## src/acc_pkg.sv

```systemverilog
// acc_pkg: offsets, fields, reset values, counts and types of the
// converter control block
// assumes a 32-bit AXI4-Lite slave with all writable fields in byte lane 0 of each word
package acc_pkg;
    // ------------------------------------------------------------
    // register offsets
    // ------------------------------------------------------------
    localparam logic [7:0] OFS_CTRL_A = 8'h00;
    localparam logic [7:0] OFS_INPUT_SEL = 8'h04;
    localparam logic [7:0] OFS_TRIG_SEL = 8'h08;
    localparam logic [7:0] OFS_STATUS = 8'h0C;
    localparam logic [7:0] OFS_RESULT = 8'h10;
    localparam logic [7:0] OFS_IRQ_STAT = 8'h14;
    localparam logic [7:0] OFS_IRQ_CLR = 8'h18;
    localparam logic [7:0] OFS_IRQ_EN = 8'h1C;
    // ------------------------------------------------------------
    // field positions and widths
    // ------------------------------------------------------------
    localparam int BIT_EN = 7;
    localparam int BIT_START = 6;
    localparam int BIT_AUTO = 5;
    localparam int BIT_DONE = 4;
    localparam int BIT_IE = 3;
    localparam int BIT_BUSY = 8;
    localparam int BIT_INIT = 9;
    localparam int DIV_W = 3;
    localparam int SEL_W = 5;
    localparam int TRIG_W = 3;
    localparam int RES_W = 10;
    localparam int CYC_W = 5;
    localparam int IRQ_DONE = 0;
    localparam int IRQ_ABORT = 1;
    localparam int IRQ_W = 2;
    // ------------------------------------------------------------
    // reset values
    // ------------------------------------------------------------
    localparam logic [7:0] CTRL_A_RST = 8'h00;
    localparam logic [SEL_W-1:0] SEL_RST = 5'h00;
    localparam logic [TRIG_W-1:0] TRIG_RST = 3'h0;
    localparam logic [IRQ_W-1:0] IRQ_RST = 2'h0;
    // ------------------------------------------------------------
    // conversion lengths in converter clock cycles
    // ------------------------------------------------------------
    localparam logic [CYC_W-1:0] FIRST_CYCLES = 5'h19;
    localparam logic [CYC_W-1:0] NORMAL_CYCLES = 5'h0D;
    // ------------------------------------------------------------
    // selector code boundaries, the free-run trigger code and bus response codes
    // ------------------------------------------------------------
    localparam logic [SEL_W-1:0] SEL_DIFF_LO = 5'h08;
    localparam logic [SEL_W-1:0] SEL_G1_LO = 5'h10;
    localparam logic [SEL_W-1:0] SEL_NEG2_LO = 5'h18;
    localparam logic [SEL_W-1:0] SEL_BANDGAP = 5'h1E;
    localparam logic [SEL_W-1:0] SEL_GROUND = 5'h1F;
    localparam logic [TRIG_W-1:0] TRIG_FREE = 3'h0;
    localparam logic [1:0] RESP_OKAY = 2'h0;
    localparam logic [1:0] RESP_SLVERR = 2'h2;
    // ------------------------------------------------------------
    // types
    // ------------------------------------------------------------
    typedef enum logic [1:0] {MODE_SINGLE, MODE_DIFF, MODE_BANDGAP, MODE_GROUND} acc_mode_t;
    typedef enum logic [1:0] {GAIN_1X, GAIN_10X, GAIN_200X} acc_gain_t;
    typedef enum logic {ST_IDLE, ST_CONV} acc_state_t;
endpackage

```

## src/acc_prescaler.sv

```systemverilog
// acc_prescaler: divides the system clock into converter clock ticks
// assumes the caller holds run low while the converter is off
`timescale 1ns/1ns
`default_nettype none
module acc_prescaler #(
    parameter int DIV_W = 3,
    parameter int CNT_W = 7
) (
    input wire logic clk_i,
    input wire logic rst_n_i,
    input wire logic run_i,
    input wire logic [DIV_W-1:0] div_i,
    output logic tick_o
);
    logic [CNT_W-1:0] cnt_r;
    logic [CNT_W-1:0] last;
    logic wrap;

    // codes 0 and 1 both divide by two
    function automatic logic [CNT_W-1:0] div_last(input logic [DIV_W-1:0] code);
        logic [CNT_W:0] full;
        full = (CNT_W+1)'(1) << code;
        if (code <= (DIV_W)'(1)) begin
            div_last = (CNT_W)'(1);
        end else begin
            div_last = full[CNT_W-1:0] - (CNT_W)'(1);
        end
    endfunction

    assign last = div_last(div_i);
    assign wrap = cnt_r >= last;

    always_ff @(posedge clk_i) begin
        if (!rst_n_i || !run_i) begin
            cnt_r <= '0;
            tick_o <= 1'b0;
        end else begin
            cnt_r <= wrap ? '0 : cnt_r + (CNT_W)'(1);
            tick_o <= wrap;
        end
    end
endmodule
`default_nettype wire

```

## src/acc_top.sv

```systemverilog
// acc_top: control of a 10-bit successive-approximation converter
// assumes an AXI4-Lite master and an analog core that counts on the
// registered channel selection, tick and start outputs
`timescale 1ns/1ns
`default_nettype none
module acc_top
    import acc_pkg::*;
#(
    parameter int ADDR_W = 8,
    parameter int NUM_TRIG = 7
) (
    input wire logic REF_CLK_I,
    input wire logic RST_N_I,
    input wire logic [ADDR_W-1:0] S_AXI_AWADDR_I,
    input wire logic S_AXI_AWVALID_I,
    output logic S_AXI_AWREADY_O,
    input wire logic [31:0] S_AXI_WDATA_I,
    input wire logic [3:0] S_AXI_WSTRB_I,
    input wire logic S_AXI_WVALID_I,
    output logic S_AXI_WREADY_O,
    output logic [1:0] S_AXI_BRESP_O,
    output logic S_AXI_BVALID_O,
    input wire logic S_AXI_BREADY_I,
    input wire logic [ADDR_W-1:0] S_AXI_ARADDR_I,
    input wire logic S_AXI_ARVALID_I,
    output logic S_AXI_ARREADY_O,
    output logic [31:0] S_AXI_RDATA_O,
    output logic [1:0] S_AXI_RRESP_O,
    output logic S_AXI_RVALID_O,
    input wire logic S_AXI_RREADY_I,
    input wire logic [NUM_TRIG-1:0] TRIG_FLAGS_I,
    input wire logic GLOBAL_IE_I,
    input wire logic VECTOR_ACK_I,
    input wire logic [acc_pkg::RES_W-1:0] RESULT_I,
    output logic CONVERTER_ON_O,
    output logic CONV_TICK_O,
    output logic CONV_START_O,
    output logic CONV_BUSY_O,
    output logic CONV_INIT_O,
    output acc_pkg::acc_mode_t CH_MODE_O,
    output logic [2:0] CH_POS_O,
    output logic [2:0] CH_NEG_O,
    output acc_pkg::acc_gain_t CH_GAIN_O,
    output logic CONV_IRQ_O,
    output logic IRQ_O
);
    import acc_pkg::*;

    // ------------------------------------------------------------
    // state
    // ------------------------------------------------------------
    logic aw_full_r;
    logic w_full_r;
    logic [ADDR_W-1:0] aw_addr_r;
    logic [31:0] w_data_r;
    logic [3:0] w_strb_r;
    logic en_r;
    logic auto_r;
    logic done_r;
    logic ie_r;
    logic [DIV_W-1:0] div_r;
    logic [SEL_W-1:0] sel_pend_r;
    logic [SEL_W-1:0] sel_act_r;
    logic [TRIG_W-1:0] trig_sel_r;
    logic trig_lvl_r;
    logic init_pend_r;
    acc_state_t state_r;
    logic [CYC_W-1:0] len_r;
    logic [CYC_W-1:0] cnt_r;
    logic [RES_W-1:0] result_r;
    logic [IRQ_W-1:0] irq_stat_r;
    logic [IRQ_W-1:0] irq_en_r;
    logic tick;

    // ------------------------------------------------------------
    // channel decode
    // ------------------------------------------------------------
    // packs mode, positive, negative and gain
    function automatic logic [9:0] sel_decode(input logic [SEL_W-1:0] c);
        acc_mode_t m;
        acc_gain_t g;
        logic [2:0] p;
        logic [2:0] n;
        m = MODE_DIFF;
        g = GAIN_1X;
        p = c[2:0];
        n = 3'h0;
        if (c < SEL_DIFF_LO) begin
            m = MODE_SINGLE;
        end else if (c < SEL_G1_LO) begin
            p = {1'b0, c[2], c[0]};
            n = {1'b0, c[2], 1'b0};
            g = c[1] ? GAIN_200X : GAIN_10X;
        end else if (c < SEL_NEG2_LO) begin
            n = 3'h1;
        end else if (c < SEL_BANDGAP) begin
            n = 3'h2;
        end else if (c == SEL_BANDGAP) begin
            m = MODE_BANDGAP;
            p = 3'h0;
        end else begin
            m = MODE_GROUND;
            p = 3'h0;
        end
        sel_decode = {m, p, n, g};
    endfunction

    // ------------------------------------------------------------
    // bus decode
    // ------------------------------------------------------------
    logic aw_hs;
    logic w_hs;
    logic do_write;
    logic ar_hs;
    logic rvalid_nxt;
    logic aw_full_nxt;
    logic w_full_nxt;
    logic lane0;
    logic wr_ctrl;
    logic wr_sel;
    logic wr_trig;
    logic wr_iclr;
    logic wr_ien;
    logic wr_hit;
    logic rd_hit;
    logic [31:0] rd_data;
    logic [7:0] ctrl_rd;
    logic [7:0] wd;

    assign aw_hs = S_AXI_AWVALID_I & S_AXI_AWREADY_O;
    assign w_hs = S_AXI_WVALID_I & S_AXI_WREADY_O;
    assign do_write = aw_full_r & w_full_r & ~S_AXI_BVALID_O;
    assign aw_full_nxt = (aw_full_r | aw_hs) & ~do_write;
    assign w_full_nxt = (w_full_r | w_hs) & ~do_write;
    assign ar_hs = S_AXI_ARVALID_I & S_AXI_ARREADY_O;
    assign rvalid_nxt = ar_hs | (S_AXI_RVALID_O & ~S_AXI_RREADY_I);
    assign lane0 = do_write & w_strb_r[0];
    assign wd = w_data_r[7:0];
    assign wr_ctrl = lane0 & (aw_addr_r == ADDR_W'(OFS_CTRL_A));
    assign wr_sel = lane0 & (aw_addr_r == ADDR_W'(OFS_INPUT_SEL));
    assign wr_trig = lane0 & (aw_addr_r == ADDR_W'(OFS_TRIG_SEL));
    assign wr_iclr = lane0 & (aw_addr_r == ADDR_W'(OFS_IRQ_CLR));
    assign wr_ien = lane0 & (aw_addr_r == ADDR_W'(OFS_IRQ_EN));
    assign wr_hit = (aw_addr_r == ADDR_W'(OFS_CTRL_A))
        | (aw_addr_r == ADDR_W'(OFS_INPUT_SEL))
        | (aw_addr_r == ADDR_W'(OFS_TRIG_SEL))
        | (aw_addr_r == ADDR_W'(OFS_STATUS))
        | (aw_addr_r == ADDR_W'(OFS_RESULT))
        | (aw_addr_r == ADDR_W'(OFS_IRQ_STAT))
        | (aw_addr_r == ADDR_W'(OFS_IRQ_CLR))
        | (aw_addr_r == ADDR_W'(OFS_IRQ_EN));

    // start bit reads back the busy state
    assign ctrl_rd = {en_r, state_r == ST_CONV, auto_r, done_r, ie_r, 2'h0, 1'b0}
        | {5'h00, div_r};

    always_comb begin
        rd_data = 32'h0000_0000;
        rd_hit = 1'b1;
        unique case (S_AXI_ARADDR_I)
            ADDR_W'(OFS_CTRL_A): rd_data[7:0] = ctrl_rd;
            ADDR_W'(OFS_INPUT_SEL): rd_data[SEL_W-1:0] = sel_pend_r;
            ADDR_W'(OFS_TRIG_SEL): rd_data[TRIG_W-1:0] = trig_sel_r;
            ADDR_W'(OFS_STATUS): begin
                rd_data[SEL_W-1:0] = sel_act_r;
                rd_data[BIT_BUSY] = state_r == ST_CONV;
                rd_data[BIT_INIT] = init_pend_r;
            end
            ADDR_W'(OFS_RESULT): rd_data[RES_W-1:0] = result_r;
            ADDR_W'(OFS_IRQ_STAT): rd_data[IRQ_W-1:0] = irq_stat_r;
            ADDR_W'(OFS_IRQ_EN): rd_data[IRQ_W-1:0] = irq_en_r;
            ADDR_W'(OFS_IRQ_CLR): rd_hit = 1'b1;
            default: rd_hit = 1'b0;
        endcase
    end

    // ------------------------------------------------------------
    // conversion control
    // ------------------------------------------------------------
    logic en_nxt;
    logic enabling;
    logic abort;
    logic sw_start;
    logic trig_now;
    logic auto_go;
    logic busy;
    logic fin;
    logic free_mode;
    logic rerun;
    logic start_go;
    logic init_use;
    logic done_set;
    logic done_clr;
    logic done_nxt;
    logic [IRQ_W-1:0] irq_ev;
    logic [IRQ_W-1:0] irq_stat_nxt;
    logic [IRQ_W-1:0] irq_en_nxt;
    logic [SEL_W-1:0] sel_act_nxt;
    acc_state_t state_nxt;

    assign busy = state_r == ST_CONV;
    assign en_nxt = wr_ctrl ? wd[BIT_EN] : en_r;
    assign enabling = en_nxt & ~en_r;
    assign abort = en_r & ~en_nxt & busy;
    assign sw_start = wr_ctrl & wd[BIT_START];
    assign free_mode = auto_r & (trig_sel_r == TRIG_FREE);
    // free running has no edge source, so entering it cannot trigger
    assign trig_now = (trig_sel_r != TRIG_FREE)
        & TRIG_FLAGS_I[trig_sel_r - 3'h1];
    assign auto_go = auto_r & trig_now & ~trig_lvl_r;
    assign fin = busy & tick & (cnt_r == len_r - CYC_W'(1));
    assign rerun = fin & free_mode;
    assign start_go = en_nxt & ((~busy & (sw_start | auto_go)) | rerun);
    assign init_use = init_pend_r | enabling;

    always_comb begin
        state_nxt = state_r;
        if (abort) begin
            state_nxt = ST_IDLE;
        end else if (start_go) begin
            state_nxt = ST_CONV;
        end else if (fin) begin
            state_nxt = ST_IDLE;
        end
    end

    // selector held steady while converting
    assign sel_act_nxt = (busy & ~fin) ? sel_act_r : sel_pend_r;

    assign done_set = fin;
    assign done_clr = (wr_ctrl & wd[BIT_DONE]) | VECTOR_ACK_I;
    assign done_nxt = done_set | (done_r & ~done_clr);
    assign irq_ev = {abort, fin};
    assign irq_stat_nxt = irq_ev | (irq_stat_r & ~(wr_iclr ? wd[IRQ_W-1:0] : IRQ_RST));
    assign irq_en_nxt = wr_ien ? wd[IRQ_W-1:0] : irq_en_r;

    // ------------------------------------------------------------
    // converter clock
    // ------------------------------------------------------------
    acc_prescaler #(
        .DIV_W(DIV_W),
        .CNT_W(7)
    ) u_prescaler (
        .clk_i(REF_CLK_I),
        .rst_n_i(RST_N_I),
        .run_i(en_r),
        .div_i(div_r),
        .tick_o(tick)
    );

    // ------------------------------------------------------------
    // bus registers
    // ------------------------------------------------------------
    always_ff @(posedge REF_CLK_I) begin
        if (!RST_N_I) begin
            aw_full_r <= 1'b0;
            w_full_r <= 1'b0;
            S_AXI_AWREADY_O <= 1'b0;
            S_AXI_WREADY_O <= 1'b0;
            S_AXI_BVALID_O <= 1'b0;
            S_AXI_BRESP_O <= RESP_OKAY;
        end else begin
            aw_full_r <= aw_full_nxt;
            w_full_r <= w_full_nxt;
            S_AXI_AWREADY_O <= ~aw_full_nxt;
            S_AXI_WREADY_O <= ~w_full_nxt;
            if (do_write) begin
                S_AXI_BVALID_O <= 1'b1;
                S_AXI_BRESP_O <= wr_hit ? RESP_OKAY : RESP_SLVERR;
            end else if (S_AXI_BREADY_I) begin
                S_AXI_BVALID_O <= 1'b0;
            end
        end
    end

    always_ff @(posedge REF_CLK_I) begin
        if (!RST_N_I) begin
            aw_addr_r <= '0;
            w_data_r <= 32'h0000_0000;
            w_strb_r <= 4'h0;
        end else begin
            if (aw_hs) aw_addr_r <= S_AXI_AWADDR_I;
            if (w_hs) w_data_r <= S_AXI_WDATA_I;
            if (w_hs) w_strb_r <= S_AXI_WSTRB_I;
        end
    end

    always_ff @(posedge REF_CLK_I) begin
        if (!RST_N_I) begin
            S_AXI_ARREADY_O <= 1'b0;
            S_AXI_RVALID_O <= 1'b0;
            S_AXI_RDATA_O <= 32'h0000_0000;
            S_AXI_RRESP_O <= RESP_OKAY;
        end else begin
            S_AXI_ARREADY_O <= ~rvalid_nxt;
            S_AXI_RVALID_O <= rvalid_nxt;
            if (ar_hs) begin
                S_AXI_RDATA_O <= rd_data;
                S_AXI_RRESP_O <= rd_hit ? RESP_OKAY : RESP_SLVERR;
            end
        end
    end

    // ------------------------------------------------------------
    // control registers
    // ------------------------------------------------------------
    always_ff @(posedge REF_CLK_I) begin
        if (!RST_N_I) begin
            en_r <= CTRL_A_RST[BIT_EN];
            auto_r <= CTRL_A_RST[BIT_AUTO];
            ie_r <= CTRL_A_RST[BIT_IE];
            div_r <= CTRL_A_RST[DIV_W-1:0];
            done_r <= CTRL_A_RST[BIT_DONE];
            sel_pend_r <= SEL_RST;
            trig_sel_r <= TRIG_RST;
            irq_stat_r <= IRQ_RST;
            irq_en_r <= IRQ_RST;
        end else begin
            en_r <= en_nxt;
            if (wr_ctrl) auto_r <= wd[BIT_AUTO];
            if (wr_ctrl) ie_r <= wd[BIT_IE];
            if (wr_ctrl) div_r <= wd[DIV_W-1:0];
            done_r <= done_nxt;
            if (wr_sel) sel_pend_r <= wd[SEL_W-1:0];
            if (wr_trig) trig_sel_r <= wd[TRIG_W-1:0];
            irq_stat_r <= irq_stat_nxt;
            irq_en_r <= irq_en_nxt;
        end
    end

    // ------------------------------------------------------------
    // conversion sequencer
    // ------------------------------------------------------------
    always_ff @(posedge REF_CLK_I) begin
        if (!RST_N_I) begin
            state_r <= ST_IDLE;
            init_pend_r <= 1'b0;
            len_r <= NORMAL_CYCLES;
            cnt_r <= '0;
            trig_lvl_r <= 1'b0;
            sel_act_r <= SEL_RST;
            result_r <= '0;
        end else begin
            state_r <= state_nxt;
            trig_lvl_r <= trig_now;
            sel_act_r <= sel_act_nxt;
            if (start_go) begin
                len_r <= init_use ? FIRST_CYCLES : NORMAL_CYCLES;
                cnt_r <= '0;
            end else if (busy & tick) begin
                cnt_r <= cnt_r + CYC_W'(1);
            end
            if (start_go) begin
                init_pend_r <= 1'b0;
            end else if (enabling) begin
                init_pend_r <= 1'b1;
            end
            if (fin) result_r <= RESULT_I;
        end
    end

    // ------------------------------------------------------------
    // registered outputs
    // ------------------------------------------------------------
    always_ff @(posedge REF_CLK_I) begin
        if (!RST_N_I) begin
            CONVERTER_ON_O <= 1'b0;
            CONV_TICK_O <= 1'b0;
            CONV_START_O <= 1'b0;
            CONV_BUSY_O <= 1'b0;
            CONV_INIT_O <= 1'b0;
            {CH_MODE_O, CH_POS_O, CH_NEG_O, CH_GAIN_O} <= sel_decode(SEL_RST);
            CONV_IRQ_O <= 1'b0;
            IRQ_O <= 1'b0;
        end else begin
            CONVERTER_ON_O <= en_nxt;
            CONV_TICK_O <= tick;
            CONV_START_O <= start_go;
            CONV_BUSY_O <= state_nxt == ST_CONV;
            if (start_go) CONV_INIT_O <= init_use;
            {CH_MODE_O, CH_POS_O, CH_NEG_O, CH_GAIN_O} <= sel_decode(sel_act_nxt);
            CONV_IRQ_O <= done_nxt & ie_r & GLOBAL_IE_I;
            IRQ_O <= |(irq_stat_nxt & irq_en_nxt);
        end
    end
endmodule
`default_nettype wire

```

## config.mk

```make
export PLATFORM = sky130hd
export DESIGN_NAME = acc_top
export DESIGN_NICKNAME = d
export VERILOG_FILES = /design/src/acc_pkg.sv /design/src/acc_prescaler.sv /design/src/acc_top.sv
export SDC_FILE = /design/constraint.sdc
export NUM_CORES = 1
export LEC_CHECK = 0
export BUFFER_PORTS_ARGS = -buffer_cell sky130_fd_sc_hd__buf_2
export CAP_MARGIN = 40
export CORE_ASPECT_RATIO = 1.4
export CORE_MARGIN = 4
export CORE_UTILIZATION = 30
export CTS_CLUSTER_DIAMETER = 40
export CTS_CLUSTER_SIZE = 10
export DETAILED_ROUTE_END_ITERATION = 12
export PLACE_DENSITY = 0.51
export SLEW_MARGIN = 30
export SYNTH_ARGS = -nofsm -noshare
export SYNTH_HDL_FRONTEND = slang
export SYNTH_SLANG_ARGS = --single-unit
```

## constraint.sdc

```tcl
create_clock -name REF_CLK_I -period 4.2 [get_ports REF_CLK_I]
set_clock_uncertainty 0.05 [all_clocks]
set_input_delay 0.63 -clock REF_CLK_I [delete_from_list [all_inputs] [get_ports REF_CLK_I]]
set_output_delay 0.63 -clock REF_CLK_I [all_outputs]
set_load 0.05 [all_outputs]
```

==> results of run 1 <==
-- report_power, final --
group / switching [mW] / total [mW] / internal, mW / leakage (nW)
registers: 0.0139 / 0.985 / 0.971 / 0.817
logic: 0.125 / 0.166 / 0.0410 / 1.26
clock network: 0.380 / 0.925 / 0.545 / 0.165
total: 0.519 / 2.08 / 1.56 / 2.25
-- per-layer routing --
layer | wire length [microns] | share of wire (%)
met5 | 0 | 0
met3 | 471 | 4.2
met2 | 5930 | 52
met4 | 150 | 1.3
met1 | 4770 | 42
-- sequential cells by signal, indices dropped and copies added, names as in the netlist, 3 cells and up --
signal             cells
sel_act_r              5
aw_addr_r              8
w_data_r               8
CH_POS_O               3
div_r                  3
result_r              10
S_AXI_RDATA_O         10
sel_pend_r             5
cnt_r                  5
trig_sel_r             3
u_prescaler.cnt_r      7
-- critical path, stage by stage, from the launching register on --
cell	delay [ns]
dfxtp_1	0.65
nand2_2	0.17
nor4_4	0.29
buf_4	0.29
nand2b_1	0.47
mux2i_2	0.48
nor3_1	0.09
a22o_1	0.23
-- layout make-up --
type / instances / area [sq um]
clock buffer: 10 / 239
fill: 1500 / 9300
tap: 189 / 236
clock inverter: 6 / 93.8
multi-input combinational: 360 / 2250
sequential: 101 / 2020
timing repair buffer: 85 / 430
inverter: 17 / 63.8
-- per-stage QoR --
stage / hold slack, ns / setup slack, ns / area (sq um) / utilization (%)
after detailed placement: 0.398 / 1.37 / 5010 / 34.2
after global placement: 0.394 / 1.40 / 5010 / 34.2
after global routing: 0.432 / 1.19 / 5340 / 36.5
final: 0.405 / 1.37 / 5340 / 36.5
after floorplan: 0.376 / 1.82 / 4630 / -
after CTS: 0.408 / 1.33 / 5340 / 36.5
-- cell usage after synthesis, types with 8 or more instances --
cell	count	share of area, %
dfxtp_1	101	45
nor2_1	58	4.8
nand2_1	56	4.6
a21oi_1	38	4.2
mux2i_1	31	6.8
buf_4	27	4.5
nand3_1	25	2.8
inv_1	17	1.4
clkbuf_1	16	1.3
ha_1	13	3.6
and3_1	9	1.2
nand2b_1	8	1.1
nor3_1	8	0.88
-- how the worst max path moves through the flow --
stage                                         from                      to  slack, ns
final                     CONV_BUSY_O$_SDFFE_PP0P_  CH_POS_O[1]$_SDFF_PN0_       1.37
after global routing      CONV_BUSY_O$_SDFFE_PP0P_  CH_POS_O[1]$_SDFF_PN0_       1.19
after CTS                 CONV_BUSY_O$_SDFFE_PP0P_  CH_POS_O[1]$_SDFF_PN0_       1.33
after detailed placement  CONV_BUSY_O$_SDFFE_PP0P_  CH_POS_O[1]$_SDFF_PN0_       1.37
after global placement    CONV_BUSY_O$_SDFFE_PP0P_  CH_POS_O[1]$_SDFF_PN0_       1.40
after floorplan           CONV_BUSY_O$_SDFFE_PP0P_  CH_POS_O[1]$_SDFF_PN0_       1.82
-- cell families (layout without fill, tap and decap cells) --
logic type / Yosys count / in the layout / share of synthesized area [%]
and+or+nand+nor: 190 / 190 / 20.3
DFF: 101 / 101 / 44.6
AOI/OAI and AO/OA: 77 / 77 / 10.7
buffers and inverters: 64 / 118 / 7.75
muxes: 43 / 43 / 10.8
adders and majority gates: 13 / 13 / 3.58
xor gates and xnor gates: 11 / 11 / 2.12
other: 2 / 26 / 0.165
==> key figures, run 1 <==
Status
  – Status: finished, final reports clean

Routing
  – Routed Antenna Nets: 0
  – Routed len/inst: 14.7 microns
  – Via density: 4.63
  – DR vias: ~3600
  – Remaining DRCs: 0
  – WL final: 11.3 mm
  – DRT iter0 DRCs: 167
  – Drt first pass iters: 4

Synth
  – Async S/R FF share, synth: 0%
  – Yosys reg bits: 101
  – Ys flop type: dfxtp_1
  – Distinct cell type count after synthesis: 57
  – Sequential share of the synthesized area: 44.6%
  – Post-synth EDFFs: 0
  – Ys Warns: 0
  – Mapped Cells: roughly 500
  – Post-Syn Area: roughly 0.0045 sq mm
  – Mean Syn Cell Area: 9.06 sq um

Global route
  – GRT Resource Usage Total: 13.1%
  – Number of global-route vias before repair: 3468
  – First-pass GRT wire length: 18.0 mm
  – Largest net degree at the start of global routing: 36
  – Busiest grt layer: met2
  – Global route overflow: 0
  – Met1 Resource Use GR: 15.4%
  – GRT met2 Usage: 23.4%
  – Initial antenna violation count: 0
  – Met3 Track Usage GR: 2.56%

Clock tree
  – Clock Tree Buf Depth: 2
  – Worst-path clk slew: 0.07 ns
  – Setup Buffers After CTS: 0
  – Worst-Skew Late Latency: 0.35 ns
  – Cts bufs inserted: 9
  – Hold_buf cts: 0
  – Clk sinks: 101
  – H-tree depth: 3
  – Post_cts resized: 0
  – CTS tree: done
  – Clock Root Buffer: clkbuf_16

Worst hold path
  – Hold Crit Class: register to register
  – Hold Path Origin: aw_addr_r[6]$_SDFFE_PN0P_
  – Hold Crit Depth: 2
  – Hold worst-path end: aw_addr_r[6]$_SDFFE_PN0P_

Timing
  – Least-Margin Pin Slew: 0.676 ns
  – Post-layout minimum cycle time: 2.83 ns
  – Final period util: 67.3%
  – Fmax: around 350 MHz
  – Final Hold Violating Endpoints: 0
  – TNS Setup: 0 ns
  – Setup violators final: 0
  – RSZ-0062 raised after global routing: no
  – Slew headroom: 54.7%
  – Slew Limit Fails: 0

Placement
  – Placed cell count: 752
  – PortBufs: 83
  – Gpl congestion: around 0.75
  – Final HPWL DP: between 8 and 9 mm

Power
  – Power Total: 2.08 mW
  – VDD IR-drop max: 173 uV
  – Pleak: 2.25 nW
  – Power per cell area: ~390 mW/mm^2

Job
  – Max Cap Viol: 0

Layout
  – Synth-to-layout area growth: 17.7%
  – Commonest non-fill, non-tap cell in the layout: dfxtp_1
  – Layout cells sized above 1: 21.1%
  – Cell Count, Final, Fillers Out: 768
  – Most frequent cells in the layout: dfxtp_1, buf_2, nor2_1
  – Antenna cells: 0
  – Nets: between 600 and 700

Floorplan
  – # rows: 52
  – IO Pins: 136
  – Die X: between 100 and 150 microns
  – Initial Utilization: between 30% and 40%
  – Core area: 0.0146 sq mm
  – Die H: 154 microns
  – Die area: 0.0172 sq mm

Worst setup path
  – Worst R2R Setup Slack: approximately 1.4 ns
  – Arrival @ worst endpoint: roughly 3.0 ns
  – CP Capture Type: register
  – Setup crit start kind: register
  – R2R depth: 7
  – CP Class: register to register
  – Worst Path Required: 4.39 ns
  – FF-to-FF Start: CONV_BUSY_O$_SDFFE_PP0P_
  – Crit-path max FO: 14
  – Worst r2r dst: CH_POS_O[1]$_SDFF_PN0_
Power figures use the tool's default switching activity.
==> inputs of run 2 (changes only) <==
==> constraint.sdc (replaced) <==
create_clock -name REF_CLK_I -period 2.78 [get_ports REF_CLK_I]
set_clock_uncertainty 0.05 [all_clocks]
set_input_delay 0.417 -clock REF_CLK_I [delete_from_list [all_inputs] [get_ports REF_CLK_I]]
set_output_delay 0.417 -clock REF_CLK_I [all_outputs]
set_load 0.05 [all_outputs]
==> run 2 against run 1 <==
  * Design area increased by 0.66%
  * Total power increased by 48%
  * Largest cell class unchanged
  * Critical path depth increased by 2
  * Utilization increased by 0.24 points
  * First-iteration DRC count decreased by 19%
  * Global-route usage increased by 0.084 points
  * Fmax increased by 11%
  * Die area unchanged
  * Critical path type unchanged
  * Largest power group unchanged
  * Sequential cell count unchanged
  * Sequential power increased by 51%
==> key figures, run 2 (synthesized netlist as in run 1, its figures left out) <==
Status
  – Status: finished, final reports clean

Placement
  – Gpl congestion: 0.802 (+7.2%)
  – Placed cell count: 759 (+0.93%)
  – Final HPWL DP: 8.92 mm (+3.4%)
  – PortBufs: 83 (unchanged)

Clock tree
  – Clock Tree Buf Depth: 2 (unchanged)
  – H-tree depth: 3 (unchanged)
  – Clock Root Buffer: clkbuf_16
  – Post_cts resized: 0 (unchanged)
  – Worst-Skew Late Latency: 0.34 ns (about the same)
  – CTS tree: done
  – Hold_buf cts: 0 (unchanged)
  – Setup Buffers After CTS: 0 (unchanged)
  – Cts bufs inserted: 9 (unchanged)
  – Clk sinks: 101 (unchanged)
  – Worst-path clk slew: 0.07 ns (about the same)

Worst setup path
  – Setup crit start kind: register
  – CP Capture Type: register
  – Worst Path Required: 3.01 ns (-1.38 ns)
  – Crit-path max FO: 6 (-8)
  – CP Class: register to register
  – Arrival @ worst endpoint: 2.77 ns (-0.25 ns)

Routing
  – DR vias: 3569 (+0.48%)
  – Routed Antenna Nets: 0 (unchanged)
  – Routed len/inst: 14.6 microns (-0.82%)
  – Drt first pass iters: 4 (unchanged)
  – DRT iter0 DRCs: 136 (-19%)
  – Via density: 4.61 (-0.43%)
  – WL final: 11.3 mm (about the same)
  – Remaining DRCs: 0 (unchanged)

Global route
  – First-pass GRT wire length: 18.1 mm (+0.42%)
  – Global route overflow: 0 (unchanged)
  – Largest net degree at the start of global routing: 32 (-11%)
  – GRT Resource Usage Total: 13.2% (+0.084 points)
  – Initial antenna violation count: 0 (unchanged)
  – Number of global-route vias before repair: 3584 (+3.3%)

Floorplan
  – Core area: 0.0146 sq mm (unchanged)
  – Initial Utilization: 31.0% (unchanged)
  – IO Pins: 136 (unchanged)
  – # rows: 52 (unchanged)
  – Die area: 0.0172 sq mm (unchanged)
  – Die X: 112 microns (unchanged)
  – Die H: 154 microns (unchanged)

Timing
  – Least-Margin Pin Slew: 0.581 ns (-0.0954 ns)
  – Slew Limit Fails: 0 (unchanged)
  – Final period util: 91.5% (+24 points)
  – Post-layout minimum cycle time: 2.54 ns (-0.282 ns)
  – Setup violators final: 0 (unchanged)
  – Slew headroom: 61.2% (+6.6 points)
  – Fmax: 393 MHz (+11%)
  – TNS Setup: 0 ns (unchanged)
  – RSZ-0062 raised after global routing: no
  – Final Hold Violating Endpoints: 0 (unchanged)

Worst hold path
  – Hold Crit Class: input pin to register

Layout
  – Nets: 672 (+1.1%)
  – Cell Count, Final, Fillers Out: 775 (+0.91%)
  – Antenna cells: 0 (unchanged)
  – Commonest non-fill, non-tap cell in the layout: dfxtp_1
  – Top flop regs: S_AXI_RDATA_O: 10 flops, result_r: 10 flops
  – Synth-to-layout area growth: 18.4%
  – Layout cells sized above 1: 21.8% (+0.77 points)
  – Most frequent cells in the layout: dfxtp_1, buf_2, nor2_1

Job
  – Max Cap Viol: 0 (unchanged)

Power
  – Pleak: 2.27 nW (+1.0%)
  – VDD IR-drop max: 237 uV (+37%)
  – Power per cell area: 570 mW/mm^2 (+47%)
-- run 2: changes by cell type in the layout (fill, tap and decap cells not counted), sizes merged --
cell,change
buf,+7
clkinvlp,+1
inv,-1
-- run 2: path summary, 6_finish.rpt --
| path | startpoint | to | slack (ns) | cells past startpoint |
|---|---|---|---|---|
| setup / recovery | trig_sel_r[1]$_SDFFE_PN0P_ | cnt_r[1]$_SDFFE_PP0P_ | 0.24 | 9 |
| hold / removal | S_AXI_WDATA_I[4] | w_data_r[4]$_SDFFE_PN0P_ | 0.26 | 3 |
| setup reg to reg | trig_sel_r[1]$_SDFFE_PN0P_ | cnt_r[1]$_SDFFE_PP0P_ | 0.24 | 9 |
| hold reg to reg | aw_addr_r[6]$_SDFFE_PN0P_ | aw_addr_r[6]$_SDFFE_PN0P_ | 0.41 | 2 |
-- run 2: power breakdown --
group	internal [mW]	switching, mW	leakage (nW)
Sequential	1.47	0.0205	0.817
Clock	0.789	0.534	0.153
Combinational	0.0639	0.188	1.30
-- run 2: worst max-delay path: stages (launching register included) --
cell and delay [ns]:
dfxtp_1 0.37, inv_1 0.06, ha_1 0.17, ha_1 0.38, mux2_2 0.36, a221o_1 0.36
nand3_1 0.12, a32oi_2 0.20, nand2b_2 0.28, a21oi_1 0.13
-- run 2: final cells by class --
| type | instances | area [sq um] |
|---|---|---|
| inverters | 17 | 63.8 |
| well taps | 189 | 236 |
| fillers | 1510 | 9260 |
| clock inverters | 6 | 86.3 |
| clock buffers | 10 | 229 |
| repair buffers | 92 | 483 |
| multi-input cells | 360 | 2250 |
| flip-flops and latches | 101 | 2020 |
-- run 2: through the flow --
step	utilization [%]	area [sq um]	power (mW)	setup WS [ns]	hold WS, ns
after CTS	36.7	5380	3.10	0.192	0.247
final	36.7	5380	3.06	0.237	0.262
after detailed placement	34.6	5060	1.77	0.202	0.397
after global routing	36.7	5380	3.19	0.112	0.262
after floorplan	-	4630	1.73	0.396	0.376
after global placement	34.6	5060	1.77	0.248	0.392
-- run 2: per-layer routing --
layer  GRT usage (%)  vias up  part of all wire [%]
li1                -     1826                     -
met1            15.1     1663                    41
met2            24.5       71                    54
met3            2.20        9                   3.9
met4            4.64        0                   1.3
met5               0        -                     0
